==> config.mk <==
export PLATFORM = sky130hd
export DESIGN_NAME = pss_top
export DESIGN_NICKNAME = d
export VERILOG_FILES = /design/src/pss_pkg.sv /design/src/pss_top.sv
export SDC_FILE = /design/constraint.sdc
export NUM_CORES = 1
export LEC_CHECK = 0
export BUFFER_PORTS_ARGS = -buffer_cell sky130_fd_sc_hd__buf_2
export CAP_MARGIN = 20
export CORE_MARGIN = 10
export CORE_UTILIZATION = 45
export CTS_CLUSTER_DIAMETER = 80
export DETAILED_ROUTE_END_ITERATION = 12
export PLACE_DENSITY = 0.7
export SETUP_SLACK_MARGIN = 0.5
export SYNTH_ARGS = -nofsm -noshare
export SYNTH_HDL_FRONTEND = slang
export SYNTH_SLANG_ARGS = --single-unit
export TNS_END_PERCENT = 10
==> constraint.sdc <==
create_clock -name mclk -period 3.7 [get_ports mclk]
set_input_delay 0.74 -clock mclk [delete_from_list [all_inputs] [get_ports mclk]]
set_output_delay 0.74 -clock mclk [all_outputs]
set_load 0.1 [all_outputs]
==> src/pss_pkg.sv <==
// constants, types and behaviour list of the pad sleep state block
// Behaviour
// - normal-mode pull-up register resets 0x00004000; bit 0 enables, 1 disables.
// - pull-up bits live at 26,24,14,13,12,11,10,9,8,4,2, one per pad group.
// - alive register resets zero, reports reset causes and holds sleep clock choice.
// - battery fault sets bit 7; zero means no fault seen.
// - software reset sets bit 6; otherwise it stays zero.
// - watchdog reset sets bit 5; otherwise it stays zero.
// - warm reset sets bit 4; otherwise it stays zero.
// - bit 0 picks sleep clock: 0 crystal or external by pin, 1 RTC.
// - hardware-set flags hold until software clears them after reading.
// - in sleep each sleep data bit drives its pin when enabled.
// - in sleep the normal output data has no effect on pins.
// - sleep enable resets all ones; 0 makes pin output, 1 high-impedance.
// - sleep pull-up resets all ones; 0 enables pull-up, 1 disables.
// - alternate filter clock chosen by reference pin and alive clock bit.
package pss_pkg;

  // register byte addresses
  localparam logic [31:0] PSS_PERI_PU_ADDR = 32'h44800040;
  localparam logic [31:0] PSS_ALIVE_ADDR = 32'h44800044;
  localparam logic [31:0] PSS_SLP_DAT_ADDR = 32'h44800048;
  localparam logic [31:0] PSS_SLP_OEN_ADDR = 32'h4480004C;
  localparam logic [31:0] PSS_SLP_PU_ADDR = 32'h44800050;
  localparam logic [31:0] PSS_IRQ_STAT_ADDR = 32'h44800080;
  localparam logic [31:0] PSS_IRQ_CLR_ADDR = 32'h44800084;
  localparam logic [31:0] PSS_IRQ_EN_ADDR = 32'h44800088;

  // reset values
  localparam logic [31:0] PSS_PERI_PU_RST = 32'h00004000;
  localparam logic [31:0] PSS_ALIVE_RST = 32'h00000000;
  localparam logic [31:0] PSS_SLP_DAT_RST = 32'h00000000;
  localparam logic [31:0] PSS_SLP_OEN_RST = 32'hFFFFFFFF;
  localparam logic [31:0] PSS_SLP_PU_RST = 32'hFFFFFFFF;
  localparam logic [3:0] PSS_IRQ_RST = 4'h0;

  // implemented bits
  localparam logic [31:0] PSS_PERI_PU_MASK = 32'h05007F14;
  localparam logic [31:0] PSS_ALIVE_MASK = 32'h000000F3;

  // alive register field positions
  localparam int PSS_BATT_FAULT_BIT = 7;
  localparam int PSS_SW_RST_BIT = 6;
  localparam int PSS_WDT_RST_BIT = 5;
  localparam int PSS_WARM_RST_BIT = 4;
  localparam int PSS_SLEEP_WAKE_BIT = 1;
  localparam int PSS_CLK_SEL_BIT = 0;

  // event index in status, clear and enable registers
  localparam int PSS_EV_WARM = 0;
  localparam int PSS_EV_WDT = 1;
  localparam int PSS_EV_SW = 2;
  localparam int PSS_EV_BATT = 3;
  localparam int PSS_NUM_EV = 4;

  typedef enum logic [1:0] {
    PSS_CLK_XTAL = 2'b00,
    PSS_CLK_EXT = 2'b01,
    PSS_CLK_RTC = 2'b10,
    PSS_CLK_PCLK = 2'b11
  } pss_clk_src_t;

  typedef struct packed {
    logic [31:0] data;
    logic [31:0] driveEn;
    logic [31:0] pullupOff;
  } pss_pad_ctl_t;

endpackage

==> src/pss_top.sv <==
// pad sleep state, reset cause and alive clock select register block
//
// Added by the designer: the APB register port.
`timescale 1ns/100ps
module pss_top
  import pss_pkg::*;
#(
  parameter int NUM_FILTERS = 8
) (
  // clock and reset
  input wire logic mclk,
  input wire logic reset,
  // apb slave
  input wire logic psel,
  input wire logic penable,
  input wire logic pwrite,
  input wire logic [31:0] paddr,
  input wire logic [31:0] pwdata,
  output logic [31:0] prdata,
  output logic pready,
  output logic pslverr,
  // interrupt
  output logic irq,
  // asynchronous causes and indicators from outside
  input wire logic batteryFault,
  input wire logic softwareReset,
  input wire logic watchdogReset,
  input wire logic warmReset,
  input wire logic sleepMode,
  input wire logic referenceClockSelectPin,
  // normal-mode pad control from the gpio block, same clock
  input wire pss_pad_ctl_t normalPads,
  // per-filter alternate clock request, same clock
  input wire logic [NUM_FILTERS-1:0] irqFilterClockSelect,
  // pad and clock control outputs
  output pss_pad_ctl_t padCtl,
  output logic [31:0] peripheralPullupOff,
  output pss_clk_src_t aliveClockSource,
  output pss_clk_src_t [NUM_FILTERS-1:0] filterClockSource
);

  // refused at elaboration: the filter select word is at most 32 wide
  if (NUM_FILTERS < 1 || NUM_FILTERS > 32) begin : gBadFilters
    $error("pss_top: NUM_FILTERS must be 1 to 32");
  end

  // pin synchronisers: six asynchronous levels
  localparam int NSYNC = 6;

  logic [NSYNC-1:0] syncIn;
  logic [NSYNC-1:0] syncMeta_reg;
  logic [NSYNC-1:0] syncLvl_reg;
  logic [NSYNC-1:0] syncPrev_reg;

  assign syncIn = {referenceClockSelectPin, sleepMode, batteryFault,
                   softwareReset, watchdogReset, warmReset};

  // metastable stage feeds only the second stage
  always_ff @(posedge mclk) begin
    if (reset) begin
      syncMeta_reg <= '0;
      syncLvl_reg <= '0;
      syncPrev_reg <= '0;
    end else begin
      syncMeta_reg <= syncIn;
      syncLvl_reg <= syncMeta_reg;
      syncPrev_reg <= syncLvl_reg;
    end
  end

  wire logic warmLvl = syncLvl_reg[0];
  wire logic wdtLvl = syncLvl_reg[1];
  wire logic swLvl = syncLvl_reg[2];
  wire logic battLvl = syncLvl_reg[3];
  wire logic sleepLvl = syncLvl_reg[4];
  wire logic refPinLvl = syncLvl_reg[5];

  // rising edges of the four causes, for the interrupt status
  wire logic [PSS_NUM_EV-1:0] evRise =
    syncLvl_reg[3:0] & ~syncPrev_reg[3:0];

  // bus decode
  wire logic setupPhase = psel & ~penable;
  wire logic accessDone = psel & penable & pready;
  wire logic wrDone = accessDone & pwrite;

  wire logic selPeriPu = (paddr == PSS_PERI_PU_ADDR);
  wire logic selAlive = (paddr == PSS_ALIVE_ADDR);
  wire logic selSlpDat = (paddr == PSS_SLP_DAT_ADDR);
  wire logic selSlpOen = (paddr == PSS_SLP_OEN_ADDR);
  wire logic selSlpPu = (paddr == PSS_SLP_PU_ADDR);
  wire logic selIrqStat = (paddr == PSS_IRQ_STAT_ADDR);
  wire logic selIrqClr = (paddr == PSS_IRQ_CLR_ADDR);
  wire logic selIrqEn = (paddr == PSS_IRQ_EN_ADDR);
  wire logic addrHit = selPeriPu | selAlive | selSlpDat | selSlpOen
                     | selSlpPu | selIrqStat | selIrqClr | selIrqEn;

  // status is read only and clear is write only
  wire logic badAccess = ~addrHit | (selIrqStat & pwrite)
                       | (selIrqClr & ~pwrite);

  wire logic wrPeriPu = wrDone & selPeriPu;
  wire logic wrAlive = wrDone & selAlive;
  wire logic wrSlpDat = wrDone & selSlpDat;
  wire logic wrSlpOen = wrDone & selSlpOen;
  wire logic wrSlpPu = wrDone & selSlpPu;
  wire logic wrIrqClr = wrDone & selIrqClr;
  wire logic wrIrqEn = wrDone & selIrqEn;

  // register storage
  logic [31:0] periPullup_reg;
  logic [31:0] periPullup_next;
  logic [31:0] aliveStatus_reg;
  logic [31:0] aliveStatus_next;
  logic [31:0] sleepData_reg;
  logic [31:0] sleepData_next;
  logic [31:0] sleepOen_reg;
  logic [31:0] sleepOen_next;
  logic [31:0] sleepPullup_reg;
  logic [31:0] sleepPullup_next;
  logic [PSS_NUM_EV-1:0] irqStatus_reg;
  logic [PSS_NUM_EV-1:0] irqStatus_next;
  logic [PSS_NUM_EV-1:0] irqEnable_reg;
  logic [PSS_NUM_EV-1:0] irqEnable_next;

  // peripheral pull-up: only the documented group bits store
  assign periPullup_next = wrPeriPu
    ? (pwdata & PSS_PERI_PU_MASK) : periPullup_reg;

  // alive register: hardware-set cause flags, software bits 1 and 0
  logic [31:0] hwSet;
  logic [31:0] aliveWritten;
  logic [31:0] hwFlagMask;

  assign hwFlagMask = 32'h000000F0;

  always_comb begin
    hwSet = '0;
    hwSet[PSS_BATT_FAULT_BIT] = battLvl;
    hwSet[PSS_SW_RST_BIT] = swLvl;
    hwSet[PSS_WDT_RST_BIT] = wdtLvl;
    hwSet[PSS_WARM_RST_BIT] = warmLvl;
  end

  // writing 0 to a cause flag clears it, writing 1 leaves it;
  // a cause still asserted in the clearing cycle wins
  assign aliveWritten = wrAlive
    ? ((pwdata & ~hwFlagMask) | (pwdata & aliveStatus_reg & hwFlagMask))
    : aliveStatus_reg;

  assign aliveStatus_next =
    (aliveWritten | hwSet) & PSS_ALIVE_MASK;

  // sleep-mode pad registers, full 32 bits
  assign sleepData_next = wrSlpDat ? pwdata : sleepData_reg;
  assign sleepOen_next = wrSlpOen ? pwdata : sleepOen_reg;
  assign sleepPullup_next = wrSlpPu ? pwdata : sleepPullup_reg;

  // interrupt status: edge sets, write-one clears, set wins over clear
  wire logic [PSS_NUM_EV-1:0] clrBits =
    wrIrqClr ? pwdata[PSS_NUM_EV-1:0] : '0;

  assign irqStatus_next = (irqStatus_reg & ~clrBits) | evRise;
  assign irqEnable_next = wrIrqEn ? pwdata[PSS_NUM_EV-1:0] : irqEnable_reg;

  always_ff @(posedge mclk) begin
    if (reset) begin
      periPullup_reg <= PSS_PERI_PU_RST;
      aliveStatus_reg <= PSS_ALIVE_RST;
      sleepData_reg <= PSS_SLP_DAT_RST;
      sleepOen_reg <= PSS_SLP_OEN_RST;
      sleepPullup_reg <= PSS_SLP_PU_RST;
      irqStatus_reg <= PSS_IRQ_RST;
      irqEnable_reg <= PSS_IRQ_RST;
    end else begin
      periPullup_reg <= periPullup_next;
      aliveStatus_reg <= aliveStatus_next;
      sleepData_reg <= sleepData_next;
      sleepOen_reg <= sleepOen_next;
      sleepPullup_reg <= sleepPullup_next;
      irqStatus_reg <= irqStatus_next;
      irqEnable_reg <= irqEnable_next;
    end
  end

  // read mux, sampled in the setup cycle
  logic [31:0] rdMux;

  always_comb begin
    rdMux = '0;
    if (selPeriPu) begin
      rdMux = periPullup_reg;
    end else if (selAlive) begin
      rdMux = aliveStatus_reg;
    end else if (selSlpDat) begin
      rdMux = sleepData_reg;
    end else if (selSlpOen) begin
      rdMux = sleepOen_reg;
    end else if (selSlpPu) begin
      rdMux = sleepPullup_reg;
    end else if (selIrqStat) begin
      rdMux = {{(32-PSS_NUM_EV){1'b0}}, irqStatus_reg};
    end else if (selIrqEn) begin
      rdMux = {{(32-PSS_NUM_EV){1'b0}}, irqEnable_reg};
    end
  end

  // one wait-free access cycle: pready rises right after setup
  logic [31:0] prdata_next;
  logic pready_next;
  logic pslverr_next;

  assign pready_next = setupPhase;
  assign pslverr_next = setupPhase & badAccess;
  assign prdata_next = (setupPhase & ~pwrite & ~badAccess)
    ? rdMux : (accessDone ? '0 : prdata);

  always_ff @(posedge mclk) begin
    if (reset) begin
      prdata <= '0;
      pready <= 1'b0;
      pslverr <= 1'b0;
    end else begin
      prdata <= prdata_next;
      pready <= pready_next;
      pslverr <= pslverr_next;
    end
  end

  // level interrupt, registered from the next status and enable, so it changes in the same cycle as the status it reflects
  always_ff @(posedge mclk) begin
    if (reset) begin
      irq <= 1'b0;
    end else begin
      irq <= |(irqStatus_next & irqEnable_next);
    end
  end

  // alive clock selection: rtc when bit 0 set, else pin picks
  pss_clk_src_t aliveSrcNext;

  assign aliveSrcNext = aliveStatus_reg[PSS_CLK_SEL_BIT] ? PSS_CLK_RTC
    : (refPinLvl ? PSS_CLK_EXT : PSS_CLK_XTAL);

  // filter clocks follow the same choice when alternate is requested
  pss_clk_src_t [NUM_FILTERS-1:0] filterSrcNext;

  genvar f;
  generate
    for (f = 0; f < NUM_FILTERS; f++) begin : gFilter
      assign filterSrcNext[f] = irqFilterClockSelect[f]
        ? aliveSrcNext : PSS_CLK_PCLK;
    end
  endgenerate

  // pad muxing: sleep registers replace every normal source
  pss_pad_ctl_t padNext;

  always_comb begin
    if (sleepLvl) begin
      padNext.data = sleepData_reg;
      padNext.driveEn = ~sleepOen_reg;
      padNext.pullupOff = sleepPullup_reg;
    end else begin
      padNext = normalPads;
    end
  end

  // outputs registered; pads lag their sources by one cycle
  always_ff @(posedge mclk) begin
    if (reset) begin
      padCtl <= '{data: PSS_SLP_DAT_RST, driveEn: '0,
                  pullupOff: PSS_SLP_PU_RST};
      peripheralPullupOff <= PSS_PERI_PU_RST;
      aliveClockSource <= PSS_CLK_XTAL;
      filterClockSource <= '{default: PSS_CLK_PCLK};
    end else begin
      padCtl <= padNext;
      peripheralPullupOff <= periPullup_reg;
      aliveClockSource <= aliveSrcNext;
      filterClockSource <= filterSrcNext;
    end
  end

endmodule

==> out/results.ini <==
[grt]
antenna_found_initial=2
grt-ovfl-total=0
grt.total_usage_pct=21.5
grt_pass1_vias=10343
grt_max_degree=153
grt_pass1_wl_mm=58.1

[layout]
final_common_cell=buf_2
seq_area_mm2=0.00595
area.growth.synth_to_final_pct=26.4
num-nets-final=1791
final_layout_size_suffix_gt1_share_pct=26.8
largest_register_ffs=96
regMostFlops=padCtl
fin_area_mm2=0.0147
multi_input_area_mm2=0.00513
fillers=2299
final_cell_mix=337 x buf_2, 296 x dfxtp_1, 258 x nand2_1

[yosys]
synth_edf_count=0
synth_fa_ha_area_share_pct=0
synth-compound-area-share_pct=13.0
ys_async_sr_fraction_pct=0
ys_ff_latch=297
syn-cell-area_mm2=0.0117
yosysUniqueCellTypes=56
synth_xor_xnor_area_share_pct=0
ys_seq_area_share_pct=51.0
yosysWarnings=0
synth.avg_cell_area_um2=8.89
synth_simple_gate_area_share_pct=23.2
synth_ff_type=dfxtp_1
synthMuxAreaShare_pct=6.62
synth_top_family_by_area=simple AND/OR/NAND/NOR gates
synth_cells=1310

[timing]
hold_viol=0
clock_skew_ps=14.0
slew_violations=0
rsz0062_at_grt=no
worst_pin_slew_ps=970
setup_viol=0
fmax_mhz=357
fin_crit_ps=2800
finalCritPeriodShare_pct=75.7
hold_ws_ps=355
setup-tns-final_ps=0
maxSlewHeadroom_pct=35.2

[clocking]
cts_buffer_depth=3
holdBufCountCts=0
cts-root-buf=clkbuf_16
cts_tree=built
cts_setup_buffers=0
cts_resized=0
cts-htree-levels=1
numCtsBuffers=31
cts.clk_slew.worst_paths_ps=60
clock-sinks=297
worstSkewPairLatency_ps=550

[drt]
dr.max_layer_used=met4
drt_iter0_markers=799
ant_nets=0
routedWlPerCell_um=19.0
met1_length_mm=15.8
vias=10393
vias_per_cell=5.28
drc=0
routed_wirelength_mm=37.4
met3_length_mm=3.06
dr_wl_met2_mm=17.8
dr.pass1.iters=5

[critical_path]
startpoint_type=primary input
worstPathMaxFanout=12
critPathKind=primary input to flop
crit_required_ps=4090
endpoint_kind=flop
crit_arrival_ps=3190

[floorplanning]
core_mm2=0.0253
initial_core_util_pct=46.0
fp.dieW_um=181
die_h_um=181
io_pins=360
rows=58
dieArea_mm2=0.0327

[job]
maxCapViolCount=0

[status]
status=finished, final reports clean

[placed_design]
place_congestion=0.879
dpl.hpwl_mm=26.6
numPortBuffers=338
place_area_mm2=0.0136

[hold_path]
hold_path.class=primary input to flop

[power_and_ir_drop]
leakagePower_nw=6.76
vdd_drop_max_uv=427
p_per_area_mw_per_mm2=520

per-stage QoR:
stage	power, mW	cells	utilization (%)	worst slack, ps
floorplan	4.23	1330	-	733
global placement	4.45	1909	53.8	419
detailed placement	4.46	1909	53.8	364
CTS	7.72	1967	58.1	933
global route	7.90	1967	58.1	833
finish	7.65	1969	58.2	900
final timing paths:
path,to,slack (ps),from,cells past startpoint
worst min register to register,syncLvl_reg[4]$_SDFF_PP0_,440,syncMeta_reg[4]$_SDFF_PP0_,1
worst max-delay path,aliveStatus_reg[6]$_SDFF_PP0_,900,paddr[20],7
worst max register to register,irq$_SDFF_PP0_,1680,pready$_SDFF_PP0_,6
worst min-delay path,filterClockSource[15]$_SDFF_PP1_,350,irqFilterClockSelect[7],2
power breakdown:
part	switching (mW)	total, mW	internal [mW]
registers	0.0304	3.31	3.28
clock network	1.26	3.27	2.01
logic	0.852	1.07	0.218
total	2.14	7.65	5.51
area by class of cell:
cell class | count | area share, %
clock buffer | 44 | 6.01
antenna | 2 | 0.0340
sequential | 297 | 40.4
multi-input combinational | 873 | 34.8
clock inverter | 14 | 1.38
timing repair buffer | 366 | 13.5
inverter | 43 | 1.10
tap | 330 | 2.80
Yosys cell counts, drive strengths merged, types with 15 or more instances:
cell | number | area (um^2)
dfxtp | 297 | 5950
nand2 | 260 | 976
a21oi | 89 | 445
nor2 | 81 | 304
mux2i | 77 | 771
clkbuf | 67 | 251
nand3b | 63 | 473
nor2b | 59 | 369
buf | 50 | 300
a211o | 45 | 394
inv | 43 | 161
nand3 | 27 | 135
o21ai | 23 | 115
a22oi | 16 | 120
a21o | 15 | 113
per-layer routing:
layer	global-route usage (%)	vias to the layer above
met5	0	-
met4	5.84	0
met3	5.17	55
met2	36.4	443
met1	26.8	4901
li1	-	4994
cells by family after synthesis:
| family | Yosys count |
|---|---|
| buffers and inverters | 160 |
| other | 1 |
| muxes | 77 |
| DFF | 297 |
| and+or+nand+nor | 546 |
| AOI/OAI and AO/OA | 229 |
worst max-delay path, stage by stage:
cell and delay (ps):
buf_2 90, or4b_1 550, or3_4 500, or3_1 520, or3_1 500, o21ai_1 190
a21oi_1 80
Power figures use the tool's default switching activity.
